<file path="src/dsw_pkg.sv">
// Package for the drive status word block: register map, field layout, mode codes and timing
package dsw_pkg;

  // Register byte addresses on the Avalon-MM slave
  localparam logic [4:0] ADDR_STATUS = 5'h00;
  localparam logic [4:0] ADDR_CONTROL = 5'h04;
  localparam logic [4:0] ADDR_OPMODE = 5'h08;
  localparam logic [4:0] ADDR_ACT_OPMODE = 5'h0c;
  localparam logic [4:0] ADDR_LOCAL_DEF = 5'h10;

  // Control word field positions
  localparam int CTRL_START_BIT = 4;
  localparam int CTRL_FAULT_RST_BIT = 7;

  // Reset values
  localparam logic [15:0] CONTROL_RST = 16'h0000;
  localparam logic [15:0] OPMODE_RST = 16'h0000;
  localparam logic [15:0] LOCAL_DEF_RST = 16'h0003;

  // Operating mode codes; profile position and homing are started by the control word start bit
  localparam logic [15:0] MODE_PROFILE_POS = 16'h0001;
  localparam logic [15:0] MODE_HOMING = 16'h0006;
  localparam logic [15:0] MODE_NONE = 16'h0000;

  // Timing
  localparam int unsigned CLK_HZ = 20_000_000;
  localparam int unsigned WARN_HOLD_MS = 100;
  localparam int unsigned WARN_HOLD_CYC = (CLK_HZ / 1000) * WARN_HOLD_MS;
  localparam int WARN_CNT_W = 21;

  // Drive-side inputs
  typedef struct packed {
    logic [1:0] sm_hi;
    logic [3:0] sm_lo;
    logic dc_bus_ok;
    logic halt_req;
    logic quick_stop;
    logic fault_active;
    logic standstill;
    logic mode_done_ok;
    logic mode_monitor;
    logic ref_valid;
    logic ready_to_start;
    logic initialised;
    logic local_mode;
    logic enable_in;
  } dsw_drv_s;

  // Status word, bit 15 first
  typedef struct packed {
    logic ref_ok;
    logic x_end;
    logic x_err;
    logic mode_mon;
    logic rsvd;
    logic target;
    logic remote;
    logic halt;
    logic warn;
    logic [1:0] sm_hi;
    logic volt_en;
    logic [3:0] sm_lo;
  } dsw_status_s;

  typedef enum logic [1:0] {
    ST_IDLE = 2'b00,
    ST_RUN = 2'b01,
    ST_FAULT = 2'b10
  } dsw_seq_e;

endpackage

</file>
<file path="src/dsw_status_word.sv">
// Drive status word upper bits and operating mode start and change sequencer
//
// The placing of the registers and the Avalon-MM interface to the registers are this design's own decisions.
`timescale 1ns/1ps

module dsw_status_word #(
  parameter int unsigned WARN_HOLD_CYC = dsw_pkg::WARN_HOLD_CYC
) (
  input wire logic core_clk,
  input wire logic rst,
  input wire logic [4:0] avs_address,
  input wire logic avs_read,
  input wire logic avs_write,
  input wire logic [31:0] avs_writedata,
  input wire logic [3:0] avs_byteenable,
  output logic [31:0] avs_readdata,
  output logic avs_waitrequest,
  input wire dsw_pkg::dsw_drv_s drv,
  input wire logic [15:0] pending_warning_list,
  output dsw_pkg::dsw_status_s drive_status_word,
  output logic sm_3to4_allow,
  output logic motor_energise,
  output logic mode_run,
  output logic [15:0] active_op_mode,
  output logic fault_reset
);

  function automatic logic [15:0] merge16(input logic [15:0] old, input logic [31:0] wd, input logic [3:0] be);
    merge16 = {be[1] ? wd[15:8] : old[15:8], be[0] ? wd[7:0] : old[7:0]};
  endfunction

  function automatic logic start_bit_mode(input logic [15:0] m);
    start_bit_mode = (m == dsw_pkg::MODE_PROFILE_POS) || (m == dsw_pkg::MODE_HOMING);
  endfunction

  // Bus slave: one wait state so read data come from a flop
  logic ack_q;
  logic [31:0] rdata_q;
  wire bus_req = avs_read | avs_write;
  wire wr_en = avs_write & ack_q;
  wire wr_ctrl = wr_en & (avs_address == dsw_pkg::ADDR_CONTROL);
  wire wr_opm = wr_en & (avs_address == dsw_pkg::ADDR_OPMODE);
  wire wr_ldef = wr_en & (avs_address == dsw_pkg::ADDR_LOCAL_DEF);

  assign avs_waitrequest = bus_req & ~ack_q;
  assign avs_readdata = rdata_q;

  always_ff @(posedge core_clk) begin
    if (rst) begin
      ack_q <= 1'b0;
    end else begin
      ack_q <= bus_req & ~ack_q;
    end
  end

  // Software registers
  logic [15:0] ctrl_q;
  logic [15:0] req_mode_q;
  logic [15:0] local_def_q;
  logic [15:0] act_mode_q;
  dsw_pkg::dsw_status_s status_q;
  dsw_pkg::dsw_seq_e st_q;
  dsw_pkg::dsw_seq_e st_d;

  wire [15:0] ctrl_wv = merge16(ctrl_q, avs_writedata, avs_byteenable);
  wire [15:0] opm_wv = merge16(req_mode_q, avs_writedata, avs_byteenable);
  wire [15:0] ldef_wv = merge16(local_def_q, avs_writedata, avs_byteenable);

  logic [31:0] rd_mux;
  always_comb begin
    unique case (avs_address)
      dsw_pkg::ADDR_STATUS: rd_mux = {16'h0000, status_q};
      dsw_pkg::ADDR_CONTROL: rd_mux = {16'h0000, ctrl_q};
      dsw_pkg::ADDR_OPMODE: rd_mux = {16'h0000, req_mode_q};
      dsw_pkg::ADDR_ACT_OPMODE: rd_mux = {16'h0000, act_mode_q};
      dsw_pkg::ADDR_LOCAL_DEF: rd_mux = {16'h0000, local_def_q};
      default: rd_mux = 32'h0000_0000;
    endcase
  end

  always_ff @(posedge core_clk) begin
    if (rst) begin
      rdata_q <= 32'h0000_0000;
    end else if (avs_read & ~ack_q) begin
      rdata_q <= rd_mux;
    end
  end

  // Fault reset is a write of control bit 7; start is a rising control bit 4
  wire fault_reset_w = wr_ctrl & ctrl_wv[dsw_pkg::CTRL_FAULT_RST_BIT];
  wire ctrl_start_rise = wr_ctrl & ctrl_wv[dsw_pkg::CTRL_START_BIT] & ~ctrl_q[dsw_pkg::CTRL_START_BIT];

  always_ff @(posedge core_clk) begin
    if (rst) begin
      ctrl_q <= dsw_pkg::CONTROL_RST;
      req_mode_q <= dsw_pkg::OPMODE_RST;
      local_def_q <= dsw_pkg::LOCAL_DEF_RST;
    end else begin
      if (wr_ctrl) begin
        ctrl_q <= ctrl_wv;
      end
      if (wr_opm) begin
        req_mode_q <= opm_wv;
      end
      // Default mode may only change while nothing runs
      if (wr_ldef && st_q != dsw_pkg::ST_RUN) begin
        local_def_q <= ldef_wv;
      end
    end
  end

  // Start requests
  logic en_q;
  logic local_arm_q;
  wire local_rise = drv.local_mode & drv.enable_in & ~en_q;
  wire fb_start_opm = ~drv.local_mode & wr_opm & ~start_bit_mode(opm_wv);
  wire fb_start_bit = ~drv.local_mode & ctrl_start_rise & start_bit_mode(req_mode_q);
  wire local_start = drv.local_mode & drv.enable_in & local_arm_q;
  wire start_req = fb_start_opm | fb_start_bit | local_start;
  wire [15:0] start_mode = drv.local_mode ? local_def_q : (wr_opm ? opm_wv : req_mode_q);
  wire ready_ok = drv.ready_to_start & drv.initialised;

  always_ff @(posedge core_clk) begin
    if (rst) begin
      en_q <= 1'b0;
      local_arm_q <= 1'b0;
      motor_energise <= 1'b0;
    end else begin
      en_q <= drv.enable_in;
      motor_energise <= drv.local_mode & drv.enable_in;
      if (!drv.enable_in || !drv.local_mode || st_q == dsw_pkg::ST_RUN) begin
        local_arm_q <= 1'b0;
      end else if (local_rise) begin
        local_arm_q <= 1'b1;
      end
    end
  end

  // Mode sequencer
  logic chain_q;
  logic chain_d;
  logic [15:0] chain_mode_q;
  logic [15:0] chain_mode_d;
  logic [15:0] act_mode_d;
  logic x_end_q;
  logic x_end_d;
  logic target_q;
  logic target_d;

  wire stop_cause = drv.mode_done_ok | drv.halt_req | drv.quick_stop;
  wire complete_w = (st_q == dsw_pkg::ST_RUN) & drv.standstill & stop_cause;
  wire go_w = (st_q == dsw_pkg::ST_IDLE) & start_req & ready_ok & ~drv.fault_active;
  wire chain_go = complete_w & chain_q & ready_ok & ~drv.fault_active;

  always_comb begin
    st_d = st_q;
    chain_d = chain_q;
    chain_mode_d = chain_mode_q;
    act_mode_d = act_mode_q;
    x_end_d = x_end_q;
    target_d = target_q;
    unique case (st_q)
      dsw_pkg::ST_IDLE: begin
        if (drv.fault_active) begin
          st_d = dsw_pkg::ST_FAULT;
        end else if (go_w) begin
          st_d = dsw_pkg::ST_RUN;
          act_mode_d = start_mode;
          x_end_d = 1'b0;
          target_d = 1'b0;
        end
      end
      dsw_pkg::ST_RUN: begin
        // Warnings are not looked at here, so they never stop a mode
        if (drv.fault_active) begin
          st_d = dsw_pkg::ST_FAULT;
          chain_d = 1'b0;
          target_d = 1'b0;
        end else if (complete_w) begin
          chain_d = 1'b0;
          target_d = drv.mode_done_ok & ~drv.halt_req & ~drv.quick_stop;
          if (chain_go) begin
            act_mode_d = chain_mode_q;
            target_d = 1'b0;
          end else begin
            st_d = dsw_pkg::ST_IDLE;
            x_end_d = 1'b1;
          end
        end else begin
          // A change to another mode waits for completion
          if (start_req && start_mode != act_mode_q) begin
            chain_d = 1'b1;
            chain_mode_d = start_mode;
          end
          target_d = 1'b0;
        end
      end
      dsw_pkg::ST_FAULT: begin
        if (drv.standstill) begin
          x_end_d = 1'b1;
        end
        if (!drv.fault_active) begin
          st_d = dsw_pkg::ST_IDLE;
        end
      end
      default: begin
        st_d = dsw_pkg::ST_IDLE;
      end
    endcase
    if (!drv.standstill) begin
      target_d = 1'b0;
    end
  end

  always_ff @(posedge core_clk) begin
    if (rst) begin
      st_q <= dsw_pkg::ST_IDLE;
      chain_q <= 1'b0;
      chain_mode_q <= dsw_pkg::MODE_NONE;
      act_mode_q <= dsw_pkg::MODE_NONE;
      x_end_q <= 1'b1;
      target_q <= 1'b0;
    end else begin
      st_q <= st_d;
      chain_q <= chain_d;
      chain_mode_q <= chain_mode_d;
      act_mode_q <= act_mode_d;
      x_end_q <= x_end_d;
      target_q <= target_d;
    end
  end

  // Warning with minimum hold; the clear by fault reset wins over a pending warning
  logic warn_q;
  logic warn_d;
  logic [dsw_pkg::WARN_CNT_W-1:0] warn_cnt_q;
  logic [dsw_pkg::WARN_CNT_W-1:0] warn_cnt_d;
  wire warn_pending = |pending_warning_list;
  wire warn_cnt_live = warn_cnt_q != '0;

  always_comb begin
    warn_cnt_d = warn_cnt_q;
    warn_d = warn_pending | warn_cnt_live;
    if (fault_reset_w) begin
      warn_cnt_d = '0;
      warn_d = 1'b0;
    end else if (warn_pending && !warn_q) begin
      warn_cnt_d = dsw_pkg::WARN_CNT_W'(WARN_HOLD_CYC - 1);
    end else if (warn_cnt_live) begin
      warn_cnt_d = warn_cnt_q - 1'b1;
    end
  end

  always_ff @(posedge core_clk) begin
    if (rst) begin
      warn_q <= 1'b0;
      warn_cnt_q <= '0;
    end else begin
      warn_q <= warn_d;
      warn_cnt_q <= warn_cnt_d;
    end
  end

  // Status word assembly; internal bits use their next values so all fields line up
  dsw_pkg::dsw_status_s status_d;
  always_comb begin
    status_d.ref_ok = drv.ref_valid;
    status_d.x_end = x_end_d;
    status_d.x_err = drv.fault_active;
    status_d.mode_mon = drv.mode_monitor;
    status_d.rsvd = 1'b0;
    status_d.target = target_d;
    status_d.remote = ~drv.local_mode;
    status_d.halt = drv.halt_req;
    status_d.warn = warn_d;
    status_d.sm_hi = drv.sm_hi;
    status_d.volt_en = drv.dc_bus_ok;
    status_d.sm_lo = drv.sm_lo;
  end

  always_ff @(posedge core_clk) begin
    if (rst) begin
      status_q <= '0;
      mode_run <= 1'b0;
      fault_reset <= 1'b0;
    end else begin
      status_q <= status_d;
      mode_run <= st_d == dsw_pkg::ST_RUN;
      fault_reset <= fault_reset_w;
    end
  end

  assign drive_status_word = status_q;
  assign active_op_mode = act_mode_q;
  assign sm_3to4_allow = drv.dc_bus_ok;

  // Helper: length of the current warning pulse
  logic [dsw_pkg::WARN_CNT_W-1:0] warn_len_q;
  always_ff @(posedge core_clk) begin
    if (rst || !warn_q) begin
      warn_len_q <= '0;
    end else if (warn_len_q != '1) begin
      warn_len_q <= warn_len_q + 1'b1;
    end
  end
  logic fr_seen_q;
  always_ff @(posedge core_clk) begin
    if (rst) begin
      fr_seen_q <= 1'b0;
    end else begin
      fr_seen_q <= fault_reset_w;
    end
  end

  a_volt_bit: assert property (@(posedge core_clk) disable iff (rst)
    drv.dc_bus_ok != $past(drv.dc_bus_ok) |=> drive_status_word.volt_en == $past(drv.dc_bus_ok))
    else $error("voltage bit does not follow bus");
  a_block_3to4: assert property (@(posedge core_clk) disable iff (rst)
    !drv.dc_bus_ok |-> !sm_3to4_allow)
    else $error("3 to 4 allowed without bus voltage");
  a_warn_follow: assert property (@(posedge core_clk) disable iff (rst)
    warn_pending && !fault_reset_w |=> drive_status_word.warn)
    else $error("warning bit missing");
  a_warn_no_stop: assert property (@(posedge core_clk) disable iff (rst)
    warn_pending && mode_run && !drv.fault_active && !complete_w |=> mode_run)
    else $error("warning stopped the running mode");
  a_warn_hold_min: assert property (@(posedge core_clk) disable iff (rst)
    $fell(warn_q) && !fr_seen_q |-> $past(warn_len_q) >= WARN_HOLD_CYC - 1)
    else $error("warning bit dropped before hold time");
  a_warn_reset_clear: assert property (@(posedge core_clk) disable iff (rst)
    fault_reset_w |=> !drive_status_word.warn ##1 (drive_status_word.warn == $past(warn_pending)))
    else $error("fault reset did not clear warning");
  a_halt_bit: assert property (@(posedge core_clk) disable iff (rst)
    drv.halt_req |=> drive_status_word.halt)
    else $error("halt bit missing");
  a_remote_bit: assert property (@(posedge core_clk) disable iff (rst)
    1'b1 |=> drive_status_word.remote != $past(drv.local_mode))
    else $error("remote bit wrong");
  a_target_moving: assert property (@(posedge core_clk) disable iff (rst)
    !drv.standstill || (complete_w && drv.halt_req) |=> !drive_status_word.target)
    else $error("target reached while moving or halted");
  a_rsvd_zero: assert property (@(posedge core_clk) disable iff (rst)
    !drive_status_word.rsvd && (drive_status_word.mode_mon == $past(drv.mode_monitor)))
    else $error("reserved or monitor bit wrong");
  a_err_bit: assert property (@(posedge core_clk) disable iff (rst)
    drv.fault_active |=> drive_status_word.x_err && st_q == dsw_pkg::ST_FAULT)
    else $error("error bit or fault state missing");
  a_end_on_start: assert property (@(posedge core_clk) disable iff (rst)
    go_w |=> !drive_status_word.x_end && mode_run && active_op_mode == $past(start_mode))
    else $error("start did not clear process end");
  a_chain_no_end: assert property (@(posedge core_clk) disable iff (rst)
    chain_go |=> !drive_status_word.x_end && active_op_mode == $past(chain_mode_q))
    else $error("process end rose between chained modes");
  a_one_mode: assert property (@(posedge core_clk) disable iff (rst)
    st_q == dsw_pkg::ST_RUN && !complete_w |=> $stable(active_op_mode))
    else $error("mode changed while running");
  a_refuse_start: assert property (@(posedge core_clk) disable iff (rst)
    st_q == dsw_pkg::ST_IDLE && !ready_ok |=> st_q != dsw_pkg::ST_RUN)
    else $error("mode started while not ready");
  a_fault_resume: assert property (@(posedge core_clk) disable iff (rst)
    st_q == dsw_pkg::ST_FAULT && !drv.fault_active |=> st_q == dsw_pkg::ST_IDLE)
    else $error("no return to idle after fault");

  c_start_complete: cover property (@(posedge core_clk) disable iff (rst) go_w ##[1:20] complete_w);
  c_chain: cover property (@(posedge core_clk) disable iff (rst) chain_go);
  c_warn_reset: cover property (@(posedge core_clk) disable iff (rst) warn_q && fault_reset_w);
  c_local_start: cover property (@(posedge core_clk) disable iff (rst) go_w && drv.local_mode);

endmodule // dsw_status_word

</file>
<file path="config.mk">
export PLATFORM = sky130hd
export DESIGN_NAME = dsw_status_word
export DESIGN_NICKNAME = d
export VERILOG_FILES = /design/src/dsw_pkg.sv /design/src/dsw_status_word.sv
export SDC_FILE = /design/constraint.sdc
export NUM_CORES = 1
export LEC_CHECK = 0
export BUFFER_PORTS_ARGS = -buffer_cell sky130_fd_sc_hd__buf_2
export CAP_MARGIN = 20
export CELL_PAD_IN_SITES_DETAIL_PLACEMENT = 0
export CELL_PAD_IN_SITES_GLOBAL_PLACEMENT = 2
export CORE_MARGIN = 8
export CORE_UTILIZATION = 35
export DETAILED_ROUTE_END_ITERATION = 16
export GPL_TIMING_DRIVEN = 0
export PLACE_DENSITY = 0.87
export REMOVE_ABC_BUFFERS = 1
export SETUP_SLACK_MARGIN = 0.2
export SLEW_MARGIN = 10
export SYNTH_ARGS = -nofsm -noshare
export SYNTH_HDL_FRONTEND = slang
export SYNTH_SLANG_ARGS = --single-unit
</file>
<file path="constraint.sdc">
create_clock -name core_clk -period 6.7 [get_ports core_clk]
set_input_delay 0 -clock core_clk [delete_from_list [all_inputs] [get_ports core_clk]]
set_output_delay 0 -clock core_clk [all_outputs]
set_load 0.1 [all_outputs]
</file>
==> out/qor.csv, run 1 <==
metric,value,unit
outcome,"complete, no violations",
TritonCTS clock tree,done,
Vias,6659,
gr ovfl total,0,
CP Data Required Time,7.02,ns
CTS Buf Count,17,
share of post-route cells with drive strength above 1,20.6,%
core area,0.0202,mm²
post-cts sizing count,0,
Leakage,0.00380,µW
Layout fillers,2042,
Placed Cells,1176,
worst min path class,input pin to flip-flop,
Syn Std Cell Area,0.00716,mm²
Final Cycle Share,55.0,%
Design Power,2150,µW
Pwr Density,240,mW/mm²
Tot GR Track Use,18.4,%
placed cell area,0.00793,mm²
final instance area,0.00894,mm²
RSZ-0062 raised after global routing,false,
row cnt,52,
DR WL/cell,18.9,µm
worst ir drop on vdd,0.177,mV
die width,159,µm
Simple-Gate Fraction of Synth Area,21.7,%
post-synthesis mux area share,12.7,%
"EDFF count, synth",0,
Port Buf Inserts,112,
crit end category,flip-flop,
H-tree Lvls,4,
FF-to-FF setup slack,3.02,ns
measured slew at the worst slew-check pin,1.07,ns
Crit Path Category,flip-flop to flip-flop,
largest net degree at the start of global routing,70,
clk_lat worst skew,0.43,ns
Max-Cap Viols,0,
post-synthesis cell count,837,
hpwl dp,16.5,mm
initial drt markers,614,
average size of a mapped cell,8.55,µm²
most used flip-flop cell after synthesis,dfxtp_1,
Max Clock Skew,0.00906,ns
final non-filler cell total,1247,
crit path DAT,4.00,ns
nets,1043,
Fmax,271,MHz
CTS root buffer,clkbuf_16,
XOR/XNOR Fraction of Synth Area,2.57,%
Via density,5.34,
Synth Area in Compound Gates,16.9,%
routed wire length,23.6,mm
Die Y,159,µm
Final Hold Fails,0,
CP max FO,12,
slew margin rel.,28.5,%
Seq cells post-synth,142,
area grow syn2layout,25.0,%
initial core utilization,35.5,%
GP Congestion,0.809,
Ports,148,
Setup TNS,0,ns
Adder-Cell Fraction of Synth Area,0.175,%
first-pass GRT wire length,37.0,mm
crit path time final,3.68,ns
Final ANT Viol Nets,0,
clock sink count,142,
library cells used by synthesis,75,
"Seq/Total Area, Yosys",39.7,%
WHS,0.0148,ns
endpoints failing setup,0,
initial antenna violation count,1,
Bufs on Longest Clock Path,2,
synthesis warning total,0,
CP Launch Type,flip-flop,
vias in the first global route,6453,
Post-synth ARST share,0,%
Clock transition at path regs,0.06,ns
# DRC,0,
final max-slew violation count,0,
die area,0.0253,mm²
DRT Pass-1 Iters,6,
largest family of logic cells by synthesized area,simple AND/OR/NAND/NOR gates,
[registers in the layout, indices dropped and copies added (netlist names)]
signal	count
ack_q	1
active_op_mode	16
avs_readdata	16
chain_mode_q	16
chain_q	1
ctrl_q	16
drive_status_word	15
en_q	1
fault_reset	1
local_arm_q	1
local_def_q	16
mode_run	1
motor_energise	1
req_mode_q	16
st_q	2
warn_cnt_q	21
x_end_q	1
[cell usage after synthesis (11+ instances only)]
library cell	number	area, µm²
mux2_2	28	315
nor2_1	115	432
nor4_1	15	93.8
nand3_1	11	55.1
a21oi_1	65	325
clkbuf_1	33	124
and2_1	12	75.1
a222oi_1	16	160
nor2b_1	26	163
a211oi_1	26	195
dfxtp_1	142	2840
o21ai_0	19	95.1
nand2_1	67	251
inv_1	23	86.3
nor3_1	17	85.1
buf_4	21	158
mux2i_1	59	591
xnor2_1	16	140
[report_power, final]
group | total, µW | leakage, µW | switching (µW) | internal (µW)
combinational | 250 | 0.00234 | 180 | 70.3
sequential | 871 | 0.00115 | 12.2 | 859
clock | 1030 | 0.000310 | 373 | 652
total | 2150 | 0.00380 | 565 | 1580
[what timing repair did]
item,in CTS,in global routing
hold endpoints to repair,63,0
hold buffers,37,0
setup buffers,0,0
[worst max-delay path, cell delays in order (launching register included)]
cell and delay [ns]:
dfxtp_1 0.41, and4b_1 0.62, nand3_2 0.33, mux2i_1 0.35, a22o_1 0.24, o21ai_0 0.14, o2111a_1 0.26, a21oi_2 0.62
buf_6 0.25, mux2_2 0.34
[placed cells by master, fill, tap and decap left out, drive strengths merged, types with 12 or more instances in the layout]
cell type | Yosys | layout
nor4 | 15 | 15
inv | 23 | 23
a211oi | 26 | 26
nand2 | 67 | 67
dfxtp | 142 | 142
o21ai | 20 | 20
mux2 | 28 | 28
clkbuf | 33 | 22
mux2i | 59 | 59
and2 | 12 | 12
a222oi | 16 | 16
buf | 36 | 123
a21oi | 67 | 67
conb | 1 | 17
nor2 | 115 | 115
nor3 | 18 | 18
dlygate4sd3 | 0 | 37
nor2b | 26 | 26
nand3 | 13 | 13
xnor2 | 16 | 16
[worst paths after layout]
| path | start | to | depth (start not counted) |
|---|---|---|---|
| worst max-delay path | ack_q | chain_mode_q[7] | 9 |
| worst min-delay path | rst | avs_readdata[12] | 2 |
| worst max register to register | ack_q | chain_mode_q[7] | 9 |
| worst min register to register | chain_mode_q[8] | chain_mode_q[8] | 2 |
[layout make-up]
type / count / area (µm²) / area share (%)
antenna: 1 / 2.50 / 0.0280
clock buffer: 22 / 474 / 5.30
clock inverter: 10 / 160 / 1.79
inverter: 24 / 90.1 / 1.01
multi-input combinational: 618 / 3960 / 44.3
sequential: 142 / 2840 / 31.8
tap: 270 / 338 / 3.78
timing repair buffer: 160 / 1080 / 12.1
[metrics by stage]
| step | util (%) | setup slack, ns |
|---|---|---|
| after global placement | 38.5 | 0.654 |
| after global routing | 44.3 | 2.79 |
| final | 44.3 | 3.02 |
| after detailed placement | 39.3 | 3.07 |
| after CTS | 44.3 | 3.05 |
| after floorplan | - | 3.38 |
[cell families (layout without fill, tap and decap cells)]
family,Yosys count,after routing
AO/OA/AOI/OAI,177,177
XOR/XNOR,21,21
adder cells (fa/ha/maj),1,1
buffers and inverters,93,216
flip-flops,142,142
multiplexers,87,87
other,1,18
AND/OR/NAND/NOR,315,315
[per-layer routing]
layer / wire, µm / share of wire (%) / GRT usage (%) / vias to the layer above
met2: 10600 / 45 / 28.1 / 239
met1: 11000 / 47 / 24.6 / 3171
met3: 1640 / 6.9 / 5.04 / 28
li1: - / - / - / 3221
met5: 0 / 0 / 0 / -
met4: 347 / 1.5 / 6.17 / 0
No activity file was read; power rests on OpenSTA's default activity.
==> inputs of run 2 (changes only) <==
Settings changed: CORE_UTILIZATION 35 to 29, PLACE_DENSITY 0.87 to 0.77.
Clock period 6.7 ns to 3.21 ns, I/O delays scaled along.
==> run 2 against run 1 <==
Against the previous run: setup slack got worse by 2.8 ns; hold slack improved by 0.024 ns; critical path depth did not move; cell area rose by 3.2%; highest routed layer unchanged.
==> out/qor.csv, run 2 (synthesis results as in run 1) <==
metric,value,unit,change
area grow syn2layout,29.0,%,
met2 routed WL,11.4,mm,+7.3%
worst r2r src,req_mode_q[5],,
vias in the first global route,6561,,+1.7%
Tot GR Track Use,16.5,%,-1.9 points
Max-Cap Viols,0,,unchanged
Worst Hold Endpoint,avs_readdata[8],,
core area,0.0242,mm²,+20%
Die Y,173,µm,+8.9%
CP Data Required Time,3.53,ns,-3.49 ns
DR WL met3,1.13,mm,-31%
worst ir drop on vdd,0.326,mV,+84%
worst reg2reg endpoint,drive_status_word[10],,
Layout fillers,2543,,+25%
DRT Pass-1 Iters,6,,unchanged
final max-slew violation count,0,,unchanged
Leakage,0.00389,µW,+2.2%
first-pass GRT wire length,39.1,mm,+5.6%
initial core utilization,29.5,%,-6.0 points
Final ANT Viol Nets,0,,unchanged
# DRC,0,,unchanged
Ports,148,,unchanged
r2r worst-path depth,9,,unchanged
routed wire length,24.9,mm,+5.6%
Max Clock Skew,0.0108,ns,+0.00178 ns
max FFs per register,21,,unchanged
top sig layer,met4,,
row cnt,57,,+9.6%
CP max FO,4,,-8
clk_lat worst skew,0.43,ns,about the same
crit path DAT,3.31,ns,-0.69 ns
"most common cell after layout, fill and taps aside",dfxtp_1,,
die width,173,µm,+8.9%
DR WL/cell,19.1,µm,+0.68%
GP Congestion,0.837,,+3.4%
worst min path class,input pin to flip-flop,,
"commonest cells after routing, fill and taps aside","dfxtp_1 (140), nor2_1 (114), buf_2 (112)",,
initial antenna violation count,0,,-1
Final Hold Fails,0,,unchanged
crit path time final,2.99,ns,-0.693 ns
Final Cycle Share,93.2,%,+38 points
initial drt markers,408,,-34%
Worst Min Path Start,rst,,
H-tree Lvls,4,,unchanged
RSZ-0062 raised after global routing,true,,
hpwl dp,17.6,mm,+6.9%
die area,0.0300,mm²,+19%
WL met1,12.1,mm,+10%
Port Buf Inserts,112,,unchanged
Design Power,4630,µW,+120%
Crit Path Category,flip-flop to flip-flop,,
TritonCTS clock tree,done,,
endpoints failing setup,0,,unchanged
slew margin rel.,34.0,%,+5.5 points
crit end category,flip-flop,,
Placed Cells,1229,,+4.5%
measured slew at the worst slew-check pin,0.984,ns,-0.0888 ns
CTS root buffer,clkbuf_16,,
CP Launch Type,flip-flop,,
Vias,6529,,-2.0%
FF-to-FF setup slack,0.22,ns,-2.80 ns
post-layout util,38.1,%,-6.3 points
hold path cells,2,,unchanged
share of post-route cells with drive strength above 1,23.0,%,+2.4 points
final non-filler cell total,1308,,+4.9%
Pwr Density,502,mW/mm²,+110%
Bufs on Longest Clock Path,2,,unchanged
clock sink count,142,,unchanged
largest net degree at the start of global routing,60,,-14%
Via density,4.99,,-6.5%
CTS Buf Count,17,,unchanged
Clock transition at path regs,0.06,ns,about the same
nets,1050,,+0.67%
gr ovfl total,0,,unchanged
Fmax,334,MHz,+23%
Largest Register,warn_cnt_q,,
outcome,"complete, no violations",,
## run 2: critical path: stages, from the launching register on
cell	delay [ns]
dfxtp_2	0.33
or4_4	0.54
a211o_1	0.29
o41ai_2	0.24
a31oi_2	0.13
or4_4	0.49
buf_4	0.16
nand3_1	0.07
a21oi_1	0.07
dlygate4sd3_1	0.55
## run 2: power by group
| group | total, µW | leakage [µW] | internal [µW] | switching, µW |
|---|---|---|---|---|
| logic | 530 | 0.00240 | 149 | 381 |
| registers | 1820 | 0.00115 | 1790 | 26.1 |
| clock network | 2280 | 0.000326 | 1460 | 817 |
| total | 4630 | 0.00389 | 3410 | 1220 |
## run 2: worst max path at each step
stage	from	endpoint	slack, ns	depth (start not counted)
floorplan	req_mode_q[5]	active_op_mode[13]	-0.11	8
detailed placement	avs_address[4]	chain_mode_q[10]	-0.39	10
CTS	ack_q	chain_mode_q[10]	0.21	9
global placement	avs_address[1]	avs_readdata[10]	-2.61	6
global route	req_mode_q[5]	drive_status_word[10]	0.13	9
finish	req_mode_q[5]	drive_status_word[10]	0.22	9
## run 2: final cells by class
| class | count | area (µm²) | area share (%) |
|---|---|---|---|
| clock inverters | 13 | 234 | 2.53 |
| flip-flops and latches | 142 | 2850 | 30.8 |
| repair buffers | 167 | 1160 | 12.6 |
| inverters | 24 | 90.1 | 0.976 |
| well taps | 324 | 405 | 4.39 |
| clock buffers | 19 | 433 | 4.69 |
| diodes | 1 | 2.50 | 0.0271 |
| multi-input cells | 618 | 4060 | 44.0 |
## run 2: stage by stage
step / worst slack [ns] / setup TNS, ns / hold slack, ns / area (µm²)
6_report: 0.220 / 0 / 0.0388 / 9230
5_1_grt: 0.133 / 0 / 0.0576 / 9230
4_1_cts: 0.213 / 0 / 0.0381 / 9150
3_5_place_dp: -0.391 / -6.46 / 0.213 / 8000
3_3_place_gp: -2.61 / -147.35 / 0.208 / 7830
2_1_floorplan: -0.107 / -0.947 / 0 / 6860
## run 2: what timing repair did
action / 4_1_cts / 5_1_grt
hold endpoints to repair: 60 / 0
hold buffers: 35 / 0
pin swaps: 5 / 4
setup buffers: 5 / 4
resized for setup: 15 / 10
cloned: 1 / 1
setup endpoints to repair: 34 / 30
## run 2: layer usage
metal / vias up / track usage (%)
met5: - / 0
met4: 0 / 4.31
met3: 20 / 4.12
met2: 162 / 26.4
met1: 3101 / 21.7
li1: 3246 / -
==> inputs of run 3 (changes only) <==
==> constraint.sdc (replaced) <==
create_clock -name core_clk -period 3.21 [get_ports core_clk]
set_input_delay 0.1605 -clock core_clk [delete_from_list [all_inputs] [get_ports core_clk]]
set_output_delay 0.1605 -clock core_clk [all_outputs]
set_load 0.1 [all_outputs]
==> run 3 against run 2 <==
Against the previous run: register-to-register slack hardly changed; global-route usage is 0.11 points lower; critical path depth stayed put; utilization is 0.77 points lower; cell area is 2.0% lower; non-clock buffer count is 23 lower; cell count is 1.7% lower; sequential share of layout area is 0.64 points higher; sequential power hardly changed; die area stayed put.
==> out/qor.csv, run 3 (synthesis results as in run 1) <==
metric,value,unit,change
outcome,"complete, no violations",,
DR WL/cell,19.4,µm,+1.6%
max FFs per register,21,,unchanged
Pint,3390,µW,-0.42%
switching pwr,1220,µW,-0.23%
slowest CP cell,or4_4,,
share of post-route cells with drive strength above 1,23.6,%,+0.63 points
Crit Path Category,flip-flop to flip-flop,,
Pwr Density,510,mW/mm²,+1.7%
Levels on crit path,9,,unchanged
TritonCTS clock tree,done,,
CP max FO,4,,unchanged
Ports,148,,unchanged
Clock transition at path regs,0.06,ns,about the same
CP Buf/Inv Count,2,,unchanged
measured slew at the worst slew-check pin,0.964,ns,-0.0199 ns
slew margin rel.,35.8,%,+1.7 points
DRT Pass-1 Iters,7,,+1
r2r worst-path depth,9,,unchanged
Leakage,0.00378,µW,-2.6%
Layout fillers,2554,,+0.43%
initial drt markers,424,,+3.9%
largest net degree at the start of global routing,60,,unchanged
initial antenna violation count,1,,+1
Max Clock Skew,0.0111,ns,+0.000212 ns
CP Data Required Time,3.52,ns,about the same
clock power share,49.4,%,about the same
Final Cycle Share,93.0,%,-0.18 points
GP Congestion,0.837,,unchanged
Die Y,173,µm,unchanged
clk_lat worst skew,0.43,ns,about the same
nets,1028,,-2.1%
first-pass GRT wire length,38.7,mm,-0.95%
area of the multi-input gates,0.00409,mm²,+0.65%
Largest Register,warn_cnt_q,,
CTS root buffer,clkbuf_16,,
WHS,0.0198,ns,-0.0190 ns
CP top delay family,simple AND/OR/NAND/NOR gates,,
Final Hold Fails,0,,unchanged
crit path DAT,3.30,ns,about the same
crit-path cells,or4_4 -> a211o_1 -> o41ai_2 -> a31oi_2 -> or4_4 -> buf_4 -> nand3_1 -> a21oi_1 -> dlygate4sd3_1,,
Reg power frac,39.4,%,about the same
hold path cells,2,,unchanged
Register Area,0.00285,mm²,unchanged
"most common cell after layout, fill and taps aside",dfxtp_1,,
Vias,6501,,-0.43%
core area,0.0242,mm²,unchanged
final max-slew violation count,0,,unchanged
Comb pwr share,11.2,%,-0.2 points
crit path time final,2.98,ns,-0.00581 ns
DP Worst Slack,-0.552,ns,-0.160 ns
Tot GR Track Use,16.3,%,-0.11 points
Port Buf Inserts,112,,unchanged
initial core utilization,29.5,%,unchanged
"commonest cells after routing, fill and taps aside","dfxtp_1 (140), nor2_1 (114), buf_2 (111)",,
Worst path most repeated cell,or4_4,,
Max-Cap Viols,0,,unchanged
gr ovfl total,0,,unchanged
CTS Buf Count,17,,unchanged
crit end category,flip-flop,,
CP Launch Type,flip-flop,,
die width,173,µm,unchanged
worst ir drop on vdd,0.325,mV,-0.11%
H-tree Lvls,4,,unchanged
# DRC,0,,unchanged
Bufs on Longest Clock Path,2,,unchanged
Via density,5.06,,+1.3%
area grow syn2layout,26.4,%,
clock sink count,142,,unchanged
RSZ-0062 raised after global routing,true,,
worst min path class,input pin to flip-flop,,
routed wire length,24.9,mm,-0.15%
row cnt,57,,unchanged
vias in the first global route,6433,,-2.0%
Sw Share,26.5,%,+0.036 points
Final ANT Viol Nets,0,,unchanged
"slowest stage delay, CP",0.57,ns,+0.02 ns
hpwl dp,17.6,mm,unchanged
Fmax,335,MHz,+0.19%
die area,0.0300,mm²,unchanged
fin worst setup slack,0.225,ns,+0.00581 ns
endpoints failing setup,0,,unchanged
==> run 3: changes by cell type in the layout (fill, tap and decap cells not counted), sizes merged <==
cell and change:
dlygate4sd3 -22, clkinvlp +2, buf -1, inv -1
==> run 3: timing repair <==
item,4_1_cts,5_1_grt
endpoints found under the hold margin,12,0
hold buffers,13,0
cloned,1,1
setup endpoints to repair,34,30
setup buffers,5,4
resized for setup,15,16
pin swaps,5,6
==> run 3: through the flow <==
step                power [µW]  util [%]  setup TNS (ns)  instance area (µm²)  std cells
floorplan                 2170         -          -0.947                 6860        784
global placement          2340      32.3         -159.87                 7830       1220
detailed placement        2350      33.0           -9.23                 8000       1229
CTS                       4660      36.8               0                 8930       1280
global route              4780      37.3               0                 9040       1285
finish                    4610      37.3               0                 9040       1286
==> run 3: power by group through the flow <==
stage | clock network, µW | logic, µW | registers (µW)
3_5_place_dp | 0 | 489 | 1860
5_1_grt | 2400 | 553 | 1820
6_report | 2280 | 516 | 1820
4_1_cts | 2330 | 509 | 1820
2_1_floorplan | 0 | 240 | 1930
3_3_place_gp | 0 | 479 | 1860
==> run 3: layout make-up <==
cell class	instances	area share (%)
diodes	1	0.0277
clock buffers	19	4.79
clock inverters	13	2.59
inverters	24	1.04
multi-input cells	618	45.2
flip-flops and latches	142	31.5
well taps	324	4.48
repair buffers	144	10.4
repair inverters	1	0.0553
==> run 3: path summary, 6_finish.rpt <==
kind                    from               endpoint  slack [ns]
max            req_mode_q[5]  drive_status_word[10]        0.23
min                  drv[17]   drive_status_word[6]        0.02
max reg2reg    req_mode_q[5]  drive_status_word[10]        0.23
min reg2reg  chain_mode_q[9]        chain_mode_q[9]        0.46
==> run 3: routing by layer <==
metal / wire (µm) / GRT usage, % / vias up / share of wire [%]
li1: - / - / 3198 / -
met1: 12000 / 21.6 / 3105 / 48
met2: 11400 / 26.1 / 177 / 46
met3: 1270 / 4.18 / 19 / 5.1
met4: 262 / 4.24 / 2 / 1.1
met5: 13 / 0 / - / 0.052
